==> src/verilog/cdhi_pkg.sv <==
// Package for the cutter drive and head interlock controller.
// Assumes a 100 MHz clock and an AXI4-Lite master in front of the controller.
package cdhi_pkg;

  // ----------------------------------------------------------------
  // Timing
  // ----------------------------------------------------------------
  localparam int unsigned CLK_MHZ          = 100;
  localparam int unsigned TICK_US          = 1000;
  localparam int unsigned TICK_CYCLES      = TICK_US * CLK_MHZ;
  localparam int unsigned STOP_GAP_MS      = 1;
  localparam int unsigned CUT_NOMINAL_MS   = 400;
  localparam int unsigned CUT_TIMEOUT_MS   = 2 * CUT_NOMINAL_MS;
  localparam int unsigned BRAKE_MS         = 10;
  localparam int unsigned DEBOUNCE_MS      = 5;
  localparam int unsigned FEED_CUT_UM      = 11000;
  localparam int unsigned TEMP_LIMIT_C     = 65;

  // ----------------------------------------------------------------
  // Register map
  // ----------------------------------------------------------------
  localparam logic [7:0] OFS_CTRL      = 8'h00;
  localparam logic [7:0] OFS_STATUS    = 8'h04;
  localparam logic [7:0] OFS_BRAKE     = 8'h08;
  localparam logic [7:0] OFS_TIMEOUT   = 8'h0C;
  localparam logic [7:0] OFS_TEMP      = 8'h10;
  localparam logic [7:0] OFS_FEED      = 8'h14;

  // CTRL bits
  localparam int unsigned CTRL_PRINT   = 0;
  localparam int unsigned CTRL_CUT     = 1;
  localparam int unsigned CTRL_INIT    = 2;
  localparam int unsigned CTRL_CLRF    = 3;
  localparam int unsigned CTRL_GATE    = 4;

  localparam logic [15:0] BRAKE_RST    = 16'(BRAKE_MS);
  localparam logic [15:0] TIMEOUT_RST  = 16'(CUT_TIMEOUT_MS);
  localparam logic [7:0]  TEMP_RST     = 8'(TEMP_LIMIT_C);
  localparam logic [1:0]  RESP_OKAY    = 2'h0;
  localparam logic [1:0]  RESP_SLVERR  = 2'h2;

  // ----------------------------------------------------------------
  // Types
  // ----------------------------------------------------------------
  typedef enum logic [1:0] {
    CDHI_DRV_STOP,
    CDHI_DRV_FWD,
    CDHI_DRV_REV,
    CDHI_DRV_BRAKE
  } cdhi_drive_t;

  typedef struct packed {
    logic paper_out;
    logic platen_open;
    logic paper_feeding;
    logic home_raw;
    logic [7:0] head_temp_c;
  } cdhi_sense_t;

  typedef struct packed {
    logic bridge_in_a;
    logic bridge_in_b;
    logic head_power_rail;
    logic logic_supply_en;
    logic heat_pulse_gate_n;
    logic feed_request;
  } cdhi_drive_out_t;

endpackage : cdhi_pkg

==> src/verilog/cdhi_debounce.sv <==
// Debouncer for a chattering switch input.
// Assumes the input is synchronous to aclk and a 1 ms tick pulse.
`timescale 1ns/1ps
module cdhi_debounce #(
  parameter int unsigned STABLE_TICKS = cdhi_pkg::DEBOUNCE_MS
) (
  input  wire logic aclk,
  input  wire logic aresetn,
  input  wire logic tick,
  input  wire logic raw,
  output logic      clean
);
  logic [7:0] cnt_q;
  logic       clean_q;
  wire        differs = raw != clean_q;
  wire        settled = cnt_q >= 8'(STABLE_TICKS);

  assign clean = clean_q;

  always_ff @(posedge aclk) begin
    if (!aresetn) begin
      cnt_q   <= 8'h00;
      clean_q <= 1'b0;
    end else if (!differs) begin
      cnt_q <= 8'h00;
    end else if (settled) begin
      clean_q <= raw;
      cnt_q   <= 8'h00;
    end else if (tick) begin
      cnt_q <= cnt_q + 8'h01;
    end
  end
endmodule : cdhi_debounce

==> src/verilog/cdhi_ctrl.sv <==
// Cutter drive and thermal head interlock controller, AXI4-Lite slave.
// Assumes synchronous sense inputs and an external bridge, rail switches and head.
//
// Design decisions made here: the placing of the registers and the AXI4-Lite register port.
`timescale 1ns/1ps

// How it works
// - Head strobe and rail drop at once when temperature exceeds the limit.
// - Logic supply rises before head rail; at reset both fall in the same cycle.
// - Heat pulse gate stays disabled when not printing or during power switching.
// - Head power rail stays off whenever no printing is in progress.
// - Forward drives bridge input A high, B low.
// - Reverse drives bridge input A low, B high.
// - Forward and reverse are never driven together.
// - Every drive change passes through at least 1 ms of stop.
// - Bridge encoding: forward HL, reverse LH, brake HH, stop LL.
// - Brake duration is a software register.
// - Home switch is debounced on both edges.
// - No cut starts or continues during feed or with platen open.
// - No cut runs when paper is out.
// - Head energizing is inhibited on paper out.
// - Lockup release stops, reverses to home, else stops at once.
// - Platen open inhibits head energizing and cutter operation.
module cdhi_ctrl #(
  parameter int unsigned TICK_CYCLES = cdhi_pkg::TICK_CYCLES
) (
  input  wire logic                    aclk,
  input  wire logic                    aresetn,
  input  wire logic [7:0]              s_axi_awaddr,
  input  wire logic                    s_axi_awvalid,
  output logic                         s_axi_awready,
  input  wire logic [31:0]             s_axi_wdata,
  input  wire logic [3:0]              s_axi_wstrb,
  input  wire logic                    s_axi_wvalid,
  output logic                         s_axi_wready,
  output logic [1:0]                   s_axi_bresp,
  output logic                         s_axi_bvalid,
  input  wire logic                    s_axi_bready,
  input  wire logic [7:0]              s_axi_araddr,
  input  wire logic                    s_axi_arvalid,
  output logic                         s_axi_arready,
  output logic [31:0]                  s_axi_rdata,
  output logic [1:0]                   s_axi_rresp,
  output logic                         s_axi_rvalid,
  input  wire logic                    s_axi_rready,
  input  wire cdhi_pkg::cdhi_sense_t   sense,
  input  wire logic                    feed_done,
  output cdhi_pkg::cdhi_drive_out_t    drive
);

  // ----------------------------------------------------------------
  // Millisecond tick
  // ----------------------------------------------------------------
  logic [31:0] div_q;
  wire         tick = div_q == 32'(TICK_CYCLES - 1);
  always_ff @(posedge aclk) begin
    if (!aresetn) div_q <= 32'h0;
    else          div_q <= tick ? 32'h0 : div_q + 32'h1;
  end

  logic home;
  cdhi_debounce #(.STABLE_TICKS(cdhi_pkg::DEBOUNCE_MS)) u_home (
    .aclk    (aclk),
    .aresetn (aresetn),
    .tick    (tick),
    .raw     (sense.home_raw),
    .clean   (home)
  );

  // ----------------------------------------------------------------
  // Registers
  // ----------------------------------------------------------------
  logic        print_q, gate_q, lockup_q, overtemp_q, cut_req_q, init_req_q;
  logic [15:0] brake_q, timeout_q;
  logic [7:0]  temp_lim_q;
  logic [15:0] feed_um_q;
  logic [31:0] rdata_q;
  logic        bvalid_q, rvalid_q, bresp_err_q, rresp_err_q;

  wire hot       = sense.head_temp_c > temp_lim_q;
  wire wr_fire   = s_axi_awvalid && s_axi_wvalid && !bvalid_q;
  wire rd_fire   = s_axi_arvalid && !rvalid_q;
  wire wr_ctrl   = wr_fire && s_axi_awaddr == cdhi_pkg::OFS_CTRL && s_axi_wstrb[0];
  wire wr_brake  = wr_fire && s_axi_awaddr == cdhi_pkg::OFS_BRAKE;
  wire wr_tmo    = wr_fire && s_axi_awaddr == cdhi_pkg::OFS_TIMEOUT;
  wire wr_temp   = wr_fire && s_axi_awaddr == cdhi_pkg::OFS_TEMP;
  wire wr_feed   = wr_fire && s_axi_awaddr == cdhi_pkg::OFS_FEED;
  wire wr_ok     = wr_ctrl || wr_brake || wr_tmo || wr_temp || wr_feed
                   || (wr_fire && s_axi_awaddr == cdhi_pkg::OFS_STATUS);
  wire rd_ok     = s_axi_araddr <= cdhi_pkg::OFS_FEED && s_axi_araddr[1:0] == 2'b00;
  wire set_lock, cut_busy;

  assign s_axi_awready = wr_fire;
  assign s_axi_wready  = wr_fire;
  assign s_axi_bvalid  = bvalid_q;
  assign s_axi_bresp   = bresp_err_q ? cdhi_pkg::RESP_SLVERR : cdhi_pkg::RESP_OKAY;
  assign s_axi_arready = rd_fire;
  assign s_axi_rvalid  = rvalid_q;
  assign s_axi_rdata   = rdata_q;
  assign s_axi_rresp   = rresp_err_q ? cdhi_pkg::RESP_SLVERR : cdhi_pkg::RESP_OKAY;

  always_ff @(posedge aclk) begin
    if (!aresetn) begin
      print_q    <= 1'b0;
      gate_q     <= 1'b0;
      cut_req_q  <= 1'b0;
      init_req_q <= 1'b0;
      brake_q    <= cdhi_pkg::BRAKE_RST;
      timeout_q  <= cdhi_pkg::TIMEOUT_RST;
      temp_lim_q <= cdhi_pkg::TEMP_RST;
      feed_um_q  <= 16'(cdhi_pkg::FEED_CUT_UM);
    end else begin
      cut_req_q  <= wr_ctrl && s_axi_wdata[cdhi_pkg::CTRL_CUT];
      init_req_q <= wr_ctrl && s_axi_wdata[cdhi_pkg::CTRL_INIT];
      if (wr_ctrl) begin
        print_q <= s_axi_wdata[cdhi_pkg::CTRL_PRINT];
        gate_q  <= s_axi_wdata[cdhi_pkg::CTRL_GATE];
      end
      if (wr_brake) brake_q <= s_axi_wdata[15:0];
      if (wr_tmo) timeout_q <= s_axi_wdata[15:0];
      if (wr_temp) temp_lim_q <= s_axi_wdata[7:0];
      if (wr_feed) feed_um_q <= s_axi_wdata[15:0];
    end
  end

  // Sticky faults, set wins over clear
  wire clr_f = wr_ctrl && s_axi_wdata[cdhi_pkg::CTRL_CLRF];
  always_ff @(posedge aclk) begin
    if (!aresetn) begin
      lockup_q   <= 1'b0;
      overtemp_q <= 1'b0;
    end else begin
      lockup_q   <= set_lock || (lockup_q && !clr_f);
      overtemp_q <= (print_q && hot) || (overtemp_q && !clr_f);
    end
  end

  // ----------------------------------------------------------------
  // Head power sequencing
  // ----------------------------------------------------------------
  logic       logic_q, rail_q, strobe_en_q;
  wire head_ok = print_q && !hot && !overtemp_q;
  wire head_allowed = head_ok && !sense.paper_out && !sense.platen_open;
  always_ff @(posedge aclk) begin
    if (!aresetn) begin
      logic_q     <= 1'b0;
      rail_q      <= 1'b0;
      strobe_en_q <= 1'b0;
    end else begin
      logic_q <= 1'b1;
      rail_q  <= logic_q && head_allowed;
      // gate enabled only with rail settled
      strobe_en_q <= rail_q && head_allowed;
    end
  end
  assign drive.logic_supply_en   = logic_q;
  assign drive.head_power_rail   = rail_q && head_allowed;
  assign drive.heat_pulse_gate_n = !(strobe_en_q && head_allowed && gate_q);

  // ----------------------------------------------------------------
  // Cutter sequencer
  // ----------------------------------------------------------------
  typedef enum logic [3:0] {
    ST_IDLE, ST_FEED, ST_GAP, ST_RUN_OUT, ST_RUN_HOME, ST_BRAKE,
    ST_REL_STOP, ST_REL_REV
  } cdhi_cut_st_t;

  cdhi_cut_st_t          st_q, st_d, after_gap_q, after_gap_d;
  cdhi_pkg::cdhi_drive_t drv_q, drv_d;
  logic [15:0]           ms_q;
  logic                  ms_clr;
  logic                  lock_d;

  wire inhibit = sense.paper_feeding || sense.platen_open || sense.paper_out;
  // Two tick edges, so a stop never runs short of a full interval
  wire gap_done = ms_q > 16'(cdhi_pkg::STOP_GAP_MS);
  wire tmo      = ms_q >= timeout_q;

  always_comb begin
    st_d        = st_q;
    after_gap_d = after_gap_q;
    drv_d       = drv_q;
    ms_clr      = 1'b0;
    lock_d      = 1'b0;
    case (st_q)
      ST_IDLE: begin
        drv_d = cdhi_pkg::CDHI_DRV_STOP;
        // no start while feeding or open
        if (cut_req_q && !inhibit && !lockup_q) begin
          st_d = ST_FEED;
          ms_clr = 1'b1;
        end else if (init_req_q && !sense.platen_open && !lockup_q) begin
          st_d = ST_GAP;
          after_gap_d = home ? ST_IDLE : ST_RUN_HOME;
          ms_clr = 1'b1;
        end
      end
      ST_FEED: if (feed_done) begin
        st_d = ST_GAP;
        after_gap_d = ST_RUN_OUT;
        ms_clr = 1'b1;
      end
      ST_GAP: begin
        drv_d = cdhi_pkg::CDHI_DRV_STOP;
        if (gap_done) begin
          st_d = after_gap_q;
          ms_clr = 1'b1;
        end
      end
      // run until home leaves then returns
      ST_RUN_OUT, ST_RUN_HOME: begin
        drv_d = cdhi_pkg::CDHI_DRV_FWD;
        if (st_q == ST_RUN_OUT && !home) st_d = ST_RUN_HOME;
        if (st_q == ST_RUN_HOME && home) begin
          st_d = ST_GAP;
          after_gap_d = ST_BRAKE;
          ms_clr = 1'b1;
        end
        // abort on feed or platen open
        if (inhibit) begin
          st_d = ST_IDLE;
          drv_d = cdhi_pkg::CDHI_DRV_STOP;
        end
        else if (tmo) begin
          st_d = ST_REL_STOP;
          drv_d = cdhi_pkg::CDHI_DRV_STOP;
          lock_d = 1'b1;
          ms_clr = 1'b1;
        end
      end
      ST_BRAKE: begin
        drv_d = cdhi_pkg::CDHI_DRV_BRAKE;
        if (ms_q >= brake_q) begin
          st_d = ST_IDLE;
          drv_d = cdhi_pkg::CDHI_DRV_STOP;
        end
      end
      ST_REL_STOP: begin
        drv_d = cdhi_pkg::CDHI_DRV_STOP;
        if (gap_done) begin
          st_d = sense.platen_open ? ST_IDLE : ST_REL_REV;
          ms_clr = 1'b1;
        end
      end
      ST_REL_REV: begin
        drv_d = cdhi_pkg::CDHI_DRV_REV;
        // stop at home or at once
        if (home || tmo || sense.platen_open) begin
          st_d = ST_IDLE;
          drv_d = cdhi_pkg::CDHI_DRV_STOP;
        end
      end
      default: begin
        st_d = ST_IDLE;
        drv_d = cdhi_pkg::CDHI_DRV_STOP;
      end
    endcase
  end

  assign set_lock = lock_d;
  assign cut_busy = st_q != ST_IDLE;

  always_ff @(posedge aclk) begin
    if (!aresetn) begin
      st_q        <= ST_IDLE;
      after_gap_q <= ST_IDLE;
      drv_q       <= cdhi_pkg::CDHI_DRV_STOP;
      ms_q        <= 16'h0;
    end else begin
      st_q        <= st_d;
      after_gap_q <= after_gap_d;
      drv_q       <= drv_d;
      ms_q        <= ms_clr ? 16'h0 : (tick && ms_q != 16'hFFFF ? ms_q + 16'h1 : ms_q);
    end
  end

  // only one drive path at a time
  assign drive.bridge_in_a  = drv_q == cdhi_pkg::CDHI_DRV_FWD
                              || drv_q == cdhi_pkg::CDHI_DRV_BRAKE;
  assign drive.bridge_in_b  = drv_q == cdhi_pkg::CDHI_DRV_REV
                              || drv_q == cdhi_pkg::CDHI_DRV_BRAKE;
  assign drive.feed_request = st_q == ST_FEED;

  // ----------------------------------------------------------------
  // Bus responses
  // ----------------------------------------------------------------
  wire [31:0] status_w = {22'h0, drv_q, st_q, home, overtemp_q, lockup_q, cut_busy};
  wire [31:0] rd_mux =
    s_axi_araddr == cdhi_pkg::OFS_CTRL    ? {27'h0, gate_q, 3'h0, print_q} :
    s_axi_araddr == cdhi_pkg::OFS_STATUS  ? status_w :
    s_axi_araddr == cdhi_pkg::OFS_BRAKE   ? {16'h0, brake_q} :
    s_axi_araddr == cdhi_pkg::OFS_TIMEOUT ? {16'h0, timeout_q} :
    s_axi_araddr == cdhi_pkg::OFS_TEMP    ? {16'h0, sense.head_temp_c, temp_lim_q} :
    s_axi_araddr == cdhi_pkg::OFS_FEED    ? {16'h0, feed_um_q} : 32'h0;

  always_ff @(posedge aclk) begin
    if (!aresetn) begin
      bvalid_q    <= 1'b0;
      rvalid_q    <= 1'b0;
      bresp_err_q <= 1'b0;
      rresp_err_q <= 1'b0;
      rdata_q     <= 32'h0;
    end else begin
      if (wr_fire) begin
        bvalid_q    <= 1'b1;
        bresp_err_q <= !wr_ok;
      end else if (s_axi_bready) begin
        bvalid_q <= 1'b0;
      end
      if (rd_fire) begin
        rvalid_q    <= 1'b1;
        rresp_err_q <= !rd_ok;
        rdata_q     <= rd_ok ? rd_mux : 32'h0;
      end else if (s_axi_rready) begin
        rvalid_q <= 1'b0;
      end
    end
  end
endmodule : cdhi_ctrl

==> config.mk <==
export PLATFORM = sky130hd
export DESIGN_NAME = cdhi_ctrl
export DESIGN_NICKNAME = d
export VERILOG_FILES = /design/src/verilog/cdhi_pkg.sv /design/src/verilog/cdhi_debounce.sv /design/src/verilog/cdhi_ctrl.sv
export SDC_FILE = /design/constraint.sdc
export NUM_CORES = 1
export LEC_CHECK = 0
export BUFFER_PORTS_ARGS = -buffer_cell sky130_fd_sc_hd__buf_2
export CORE_ASPECT_RATIO = 1.1
export CORE_MARGIN = 2
export CORE_UTILIZATION = 25
export DETAILED_ROUTE_END_ITERATION = 10
export HOLD_SLACK_MARGIN = 0.06
export PLACE_DENSITY = 0.42
export SETUP_SLACK_MARGIN = 0.3
export SYNTH_ARGS = -nofsm -noshare
export SYNTH_HDL_FRONTEND = slang
export SYNTH_SLANG_ARGS = --single-unit
==> constraint.sdc <==
create_clock -name aclk -period 2.4 [get_ports aclk]
set_input_delay 0.24 -clock aclk [delete_from_list [all_inputs] [get_ports aclk]]
set_output_delay 0.24 -clock aclk [all_outputs]
set_load 0.02 [all_outputs]
==> flow_summary.toml, run 1 <==
[run_status]
status = "finished, violations left"
failed_checks = "negative setup slack"

[pwr]
p_int_uw = 4280
ir_worst_vdd_v = 0.000448
swShare_pct = 23.9
p_sw_uw = 1340
pwr_density_cell_mw_per_mm2 = 555
p_clk_share_pct = 49.6
combPwrFrac_pct = 5.7
p_leak_uw = 0.00409
p_seq_share_pct = 44.8

[global_route]
grt_pass1_wl_mm = 36.8
overflow = 0
grt_pass1_vias = 6737
antenna_found_initial = 0
grt_use_total_pct = 14.2
grt_max_degree = 72

[clock_network]
ctsLongestPathBuffers = 2
cts_tree = "built"
clk_latency_ns = 0.43
clock-sinks = 150
htreeDepth = 4
clk_pin_slew_ns = 0.06
root_buffer = "clkbuf_16"
cts_made_buffers = 17

[timing]
slew_viol_final = 0
finalCritPeriodShare_pct = 104
finalClockSkew_ns = 0.0125
hold_slack_ns = 0.0767
hold_violations = 0
grt_setup_unrepaired = "yes"
period_minus_slack_ns = 2.50
setup_ws_ns = -0.102
setup_tns_ns = -0.165
fmax_mhz = 400
slew_headroom_pct = 66.2
setup-violations-final = 2
worst_pin_slew_ns = 0.499

[detailed_routing]
wl_mm = 23.0
dr.pass1.iters = 4
dr_total_vias = 6810
drt-initial-drc-count = 393
postRouteAntennaNets = 0
drc = 0
wl_per_cell_um = 15.5
viasPerCell = 4.60

[logic_synthesis]
ys_ff_latch = 150
yosys.area.top_type = "dfxtp_1"
yosysSeqAreaShare_pct = 38.0
yosys.area.top_type_share_pct = 38.0
synth_area_leaders = "dfxtp_1 (38%), mux2i_1 (9.7%), ha_1 (7.4%)"
async_flop_share_pct = 0
synth_edf_count = 0
synth_cells = 931
ys_warn_count = 0
ys.flop_type = "dfxtp_1"
netlist_area_mm2 = 0.00791
syn_avg_cell_area_um2 = 8.50
ys_types = 62

[setup_path]
cp-start-kind = "flop"
arrival_ns = 2.26
end_kind = "output pin"
worstSetupPathType = "reg -> out"
cp_max_fo = 2
worstPathRequired_ns = 2.16

[place]
numPortBuffers = 81
dp_hpwl_mm = 16.8
gp_congestion = 0.789
place_inst = 1433

[final_layout]
final_nets = 1168
fin_cells = 1481
area_growth_pct = 28.1
fillCellCount = 3400
drive_above_1_share_pct = 25.8
antenna-diode-count = 0
utilization_pct = 32.4

[floorplan]
rows = 68
die_w_um = 174
ios = 119
start_util_pct = 25.3
die_h_um = 191
die_area_mm2 = 0.0331
coreArea_mm2 = 0.0313

[hold_path]
hold_path.class = "in -> reg"

[run]
cap_violations = 0
-- critical path, stage by stage, from the launching register on --
cell     delay (ns)
dfxtp_2        0.34
inv_2          0.04
ha_4           0.20
nor2b_4        0.12
o21a_1         0.16
o21a_1         0.17
o21ai_2        0.15
a31oi_4        0.15
or3_4          0.35
buf_6          0.14
-- cells in the final DEF (no fill, tap or decap), types with 5 or more instances in the layout --
master / Yosys / routed
a211oi_1: 9 / 7
a21oi_1: 33 / 27
a21oi_2: 0 / 5
a222oi_1: 7 / 7
a22oi_1: 10 / 9
and3_1: 20 / 19
buf_2: 8 / 79
buf_4: 26 / 54
buf_6: 0 / 6
clkbuf_16: 0 / 17
conb_1: 1 / 22
dfxtp_1: 150 / 125
dfxtp_2: 0 / 25
ha_1: 47 / 32
ha_4: 0 / 13
inv_1: 56 / 51
inv_2: 1 / 6
mux2i_1: 77 / 77
nand2_1: 93 / 92
nand2b_1: 6 / 6
nand3_1: 29 / 28
nand3b_1: 5 / 5
nand4_1: 12 / 12
nor2_1: 125 / 114
nor2_2: 0 / 8
nor3_1: 20 / 17
o211ai_1: 7 / 7
o21a_1: 5 / 5
o21ai_0: 21 / 13
o21ai_2: 0 / 5
o22ai_1: 15 / 15
or3_1: 10 / 8
xnor2_1: 28 / 28
xor2_1: 13 / 13
-- final timing paths --
check / endpoint / slack (ns) / cells after the start / start
max: drive[1] / -0.10 / 9 / temp_lim_q[1]$_SDFFE_PN0P_
min: s_axi_bvalid$_SDFFE_PN0P_ / 0.08 / 3 / s_axi_bready
max reg2reg: ms_q[3]$_SDFFE_PP0P_ / 0.27 / 9 / timeout_q[13]$_SDFFE_PN0P_
min reg2reg: strobe_en_q$_SDFF_PN0_ / 0.43 / 2 / rail_q$_SDFF_PN0_
-- area by class of cell --
type	count	area [µm²]	area share [%]
Multi-Input combinational cell	680	4830	47.7
Timing Repair Buffer	143	928	9.16
Sequential cell	150	3030	29.9
Clock buffer	20	447	4.41
Tap cell	420	526	5.19
Inverter	57	214	2.11
Clock inverter	11	153	1.51
-- cells by family (layout without fill, tap and decap cells) --
logic type / count (synthesis) / count (layout) / share of synthesized area [%]
muxes: 77 / 77 / 9.74
AOI/OAI and AO/OA: 132 / 132 / 11.1
buffers and inverters: 122 / 231 / 7.15
DFF: 150 / 150 / 38.0
xor gates and xnor gates: 41 / 41 / 4.54
and+or+nand+nor: 361 / 361 / 22.1
adders and majority gates: 47 / 47 / 7.43
other: 1 / 22 / 0.0474
-- cells in the mapped netlist (all sizes together) (3+ instances only) --
cell,n
nor4,8
clkbuf,27
a21o,4
nand4,12
a22oi,10
a31oi,5
nor3,21
xor2,13
inv,57
or4,3
nand2b,6
or3,10
a222oi,7
a211oi,10
nor3b,6
nand3,29
nand3b,5
o22ai,15
o211ai,7
o2111ai,4
buf,38
mux2i,77
ha,47
nor2,125
o21a,5
xnor2,28
o21ai,21
and3,20
nand2,93
nor4b,3
and4,5
dfxtp,150
a21oi,33
-- state kept, by name, indices dropped and copies added (netlist names), 2 cells and up --
register	cells
feed_um_q	16
s_axi_rdata	16
timeout_q	16
u_home.cnt_q	8
st_q	3
ms_q	16
temp_lim_q	8
brake_q	16
after_gap_q	3
drv_q	2
div_q	32
-- power groups by stage --
stage	Combinational, µW	Sequential (µW)	Clock, µW
detailed placement	294	2570	0
global placement	296	2570	0
global route	352	2520	2960
CTS	318	2520	2850
floorplan	193	2570	0
finish	320	2520	2790
-- metal layers --
metal	routed length, µm	global-route usage, %	vias to the layer above
li1	-	-	3450
met1	10400	17.1	3211
met2	11400	25.9	131
met3	839	2.65	18
met4	300	3.85	0
met5	0	0	-
-- metrics by stage --
| step | power, µW | instance area [µm²] | setup slack, ns |
|---|---|---|---|
| 6_report | 5620 | 10100 | -0.102 |
| 5_1_grt | 5830 | 10100 | -0.190 |
| 4_1_cts | 5690 | 9850 | -0.126 |
| 3_5_place_dp | 2870 | 8960 | 0.0855 |
| 3_3_place_gp | 2870 | 8960 | 0.0778 |
| 2_1_floorplan | 2760 | 8020 | 0.304 |
-- timing repair --
item | CTS | global route
endpoints found under the setup margin | 21 | 39
hold endpoints to repair | 2 | 0
resized for setup | 50 | 56
pin swaps | 34 | 28
setup buffers | 8 | 6
gates cloned | 1 | 0
hold buffers | 2 | 0
No activity file was read; power rests on OpenSTA's default activity.
==> run 2, diff against run 1 <==
==> constraint.sdc (replaced) <==
create_clock -name aclk -period 2.4 [get_ports aclk]
set_input_delay 0.36 -clock aclk [delete_from_list [all_inputs] [get_ports aclk]]
set_output_delay 0.36 -clock aclk [all_outputs]
set_load 0.02 [all_outputs]
==> flow_summary.toml, run 2 (synthesized netlist as in run 1, its figures left out) <==
[global_route]
gr-usage-met2_pct = 25.5
grt_pass1_vias = 6639
grt_pass1_wl_mm = 36.4
use_met3_pct = 2.63
met1_usage_pct = 17.1
grt_use_total_pct = 14.1
gr-max-usage-layer = "met2"
antenna_found_initial = 0
overflow = 0
grt_max_degree = 72

[pwr]
p_int_uw = 4210
pwr_density_cell_mw_per_mm2 = 531
ir_worst_vdd_v = 0.000459
p_sw_uw = 1310
p_clk_share_pct = 48.6
p_leak_uw = 0.00421
combPwrFrac_pct = 5.9
swShare_pct = 23.7
p_seq_share_pct = 45.5

[final_layout]
largest_reg_flops = 32
antenna-diode-count = 0
drive_above_1_share_pct = 28.6
mostFrequentLayoutCells = "dfxtp_1 (120), nor2_1 (112), nand2_1 (92)"
top_register = "div_q"
final_common_cell = "dfxtp_1"
fillCellCount = 3319
final_nets = 1178
utilization_pct = 33.2
area_growth_pct = 31.3

[timing]
finalClockSkew_ns = 0.0116
hold_violations = 0
setup_tns_ns = -0.408
worst_pin_slew_ns = 0.488
period_minus_slack_ns = 2.62
slew_viol_final = 0
grt_setup_unrepaired = "yes"
fmax_mhz = 382
setup-violations-final = 2
finalCritPeriodShare_pct = 109
slew_headroom_pct = 67.0
setup_ws_ns = -0.218

[floorplan]
die_area_mm2 = 0.0331
die_w_um = 174
coreArea_mm2 = 0.0313
start_util_pct = 25.3
rows = 68
ios = 119
die_h_um = 191

[clock_network]
cts_made_buffers = 17
hold_buffers = 0
clk_pin_slew_ns = 0.06
htreeDepth = 4
clock-sinks = 150
root_buffer = "clkbuf_16"
cts_tree = "built"
clk_latency_ns = 0.43
ctsLongestPathBuffers = 2

[detailed_routing]
postRouteAntennaNets = 0
dr_total_vias = 6774
wl_mm = 22.8
viasPerCell = 4.54
drc = 0
dr.pass1.iters = 4
wl_per_cell_um = 15.3
drt-initial-drc-count = 405

[place]
numPortBuffers = 81
dp_hpwl_mm = 16.9
gp_congestion = 0.799

[setup_path]
worstSetupPathType = "reg -> out"
worstPathRequired_ns = 2.04
arrival_ns = 2.26
cp-start-kind = "flop"
end_kind = "output pin"
cp_max_fo = 2
r2r_slack_ns = 0.25

[run]
cap_violations = 0

[hold_path]
hold_path.class = "in -> reg"

[run_status]
failed_checks = "negative setup slack"
status = "finished, violations left"
-- run 2: cell type report --
| type | count | area, µm² | area share, % |
|---|---|---|---|
| Clock inverter | 10 | 121 | 1.17 |
| Inverter | 57 | 216 | 2.08 |
| Multi-Input combinational cell | 680 | 5000 | 48.1 |
| Sequential cell | 150 | 3050 | 29.4 |
| Tap cell | 420 | 526 | 5.06 |
| Timing Repair Buffer | 153 | 1010 | 9.77 |
| Clock buffer | 22 | 464 | 4.47 |
-- run 2: path summary, 6_finish.rpt --
| path | from | end | cells past startpoint |
|---|---|---|---|
| hold reg to reg | div_q[0]$_SDFF_PP0_ | div_q[0]$_SDFF_PP0_ | 1 |
| setup reg to reg | ms_q[0]$_SDFFE_PP0P_ | ms_q[4]$_SDFFE_PP0P_ | 9 |
| setup / recovery | temp_lim_q[0]$_SDFFE_PN1P_ | drive[1] | 8 |
| hold / removal | s_axi_bready | s_axi_bvalid$_SDFFE_PN0P_ | 3 |
-- run 2: metal layers --
layer,routed length [µm],vias to the layer above,share of wire (%)
li1,-,3475,-
met1,10400,3169,46
met5,0,-,0
met2,11400,113,50
met4,283,0,1.2
met3,756,17,3.3
-- run 2: metrics by stage --
step	power [µW]	worst slack (ns)	area, µm²	cells	hold WS, ns
final	5520	-0.218	10400	1492	0.191
after floorplan	2760	0.304	8040	952	0.388
after CTS	5610	-0.326	9980	1486	0.168
after global placement	2870	-0.0871	9060	1444	0.420
after detailed placement	2870	-0.101	9060	1444	0.423
after global routing	5750	-0.317	10400	1492	0.180
-- run 2: what timing repair did --
item | in CTS | in global routing
buffers inserted | 9 | 6
setup endpoints to repair | 22 | 26
pin swaps | 30 | 51
cloned | 1 | 0
gates resized for setup | 65 | 83
-- run 2: power by group through the flow --
stage / Combinational [µW] / Sequential (µW) / Clock, µW
finish: 324 / 2510 / 2680
CTS: 319 / 2510 / 2780
global placement: 301 / 2570 / 0
global route: 356 / 2510 / 2880
floorplan: 194 / 2570 / 0
detailed placement: 301 / 2570 / 0
-- run 2: worst max-delay path: stages, from the launching register on --
cell and delay [ns]:
dfxtp_1 0.43, ha_1 0.23, nor2b_4 0.04, o21a_1 0.16, o21a_1 0.17, o21ai_2 0.16, a31oi_4 0.16, or3_4 0.35
buf_6 0.14
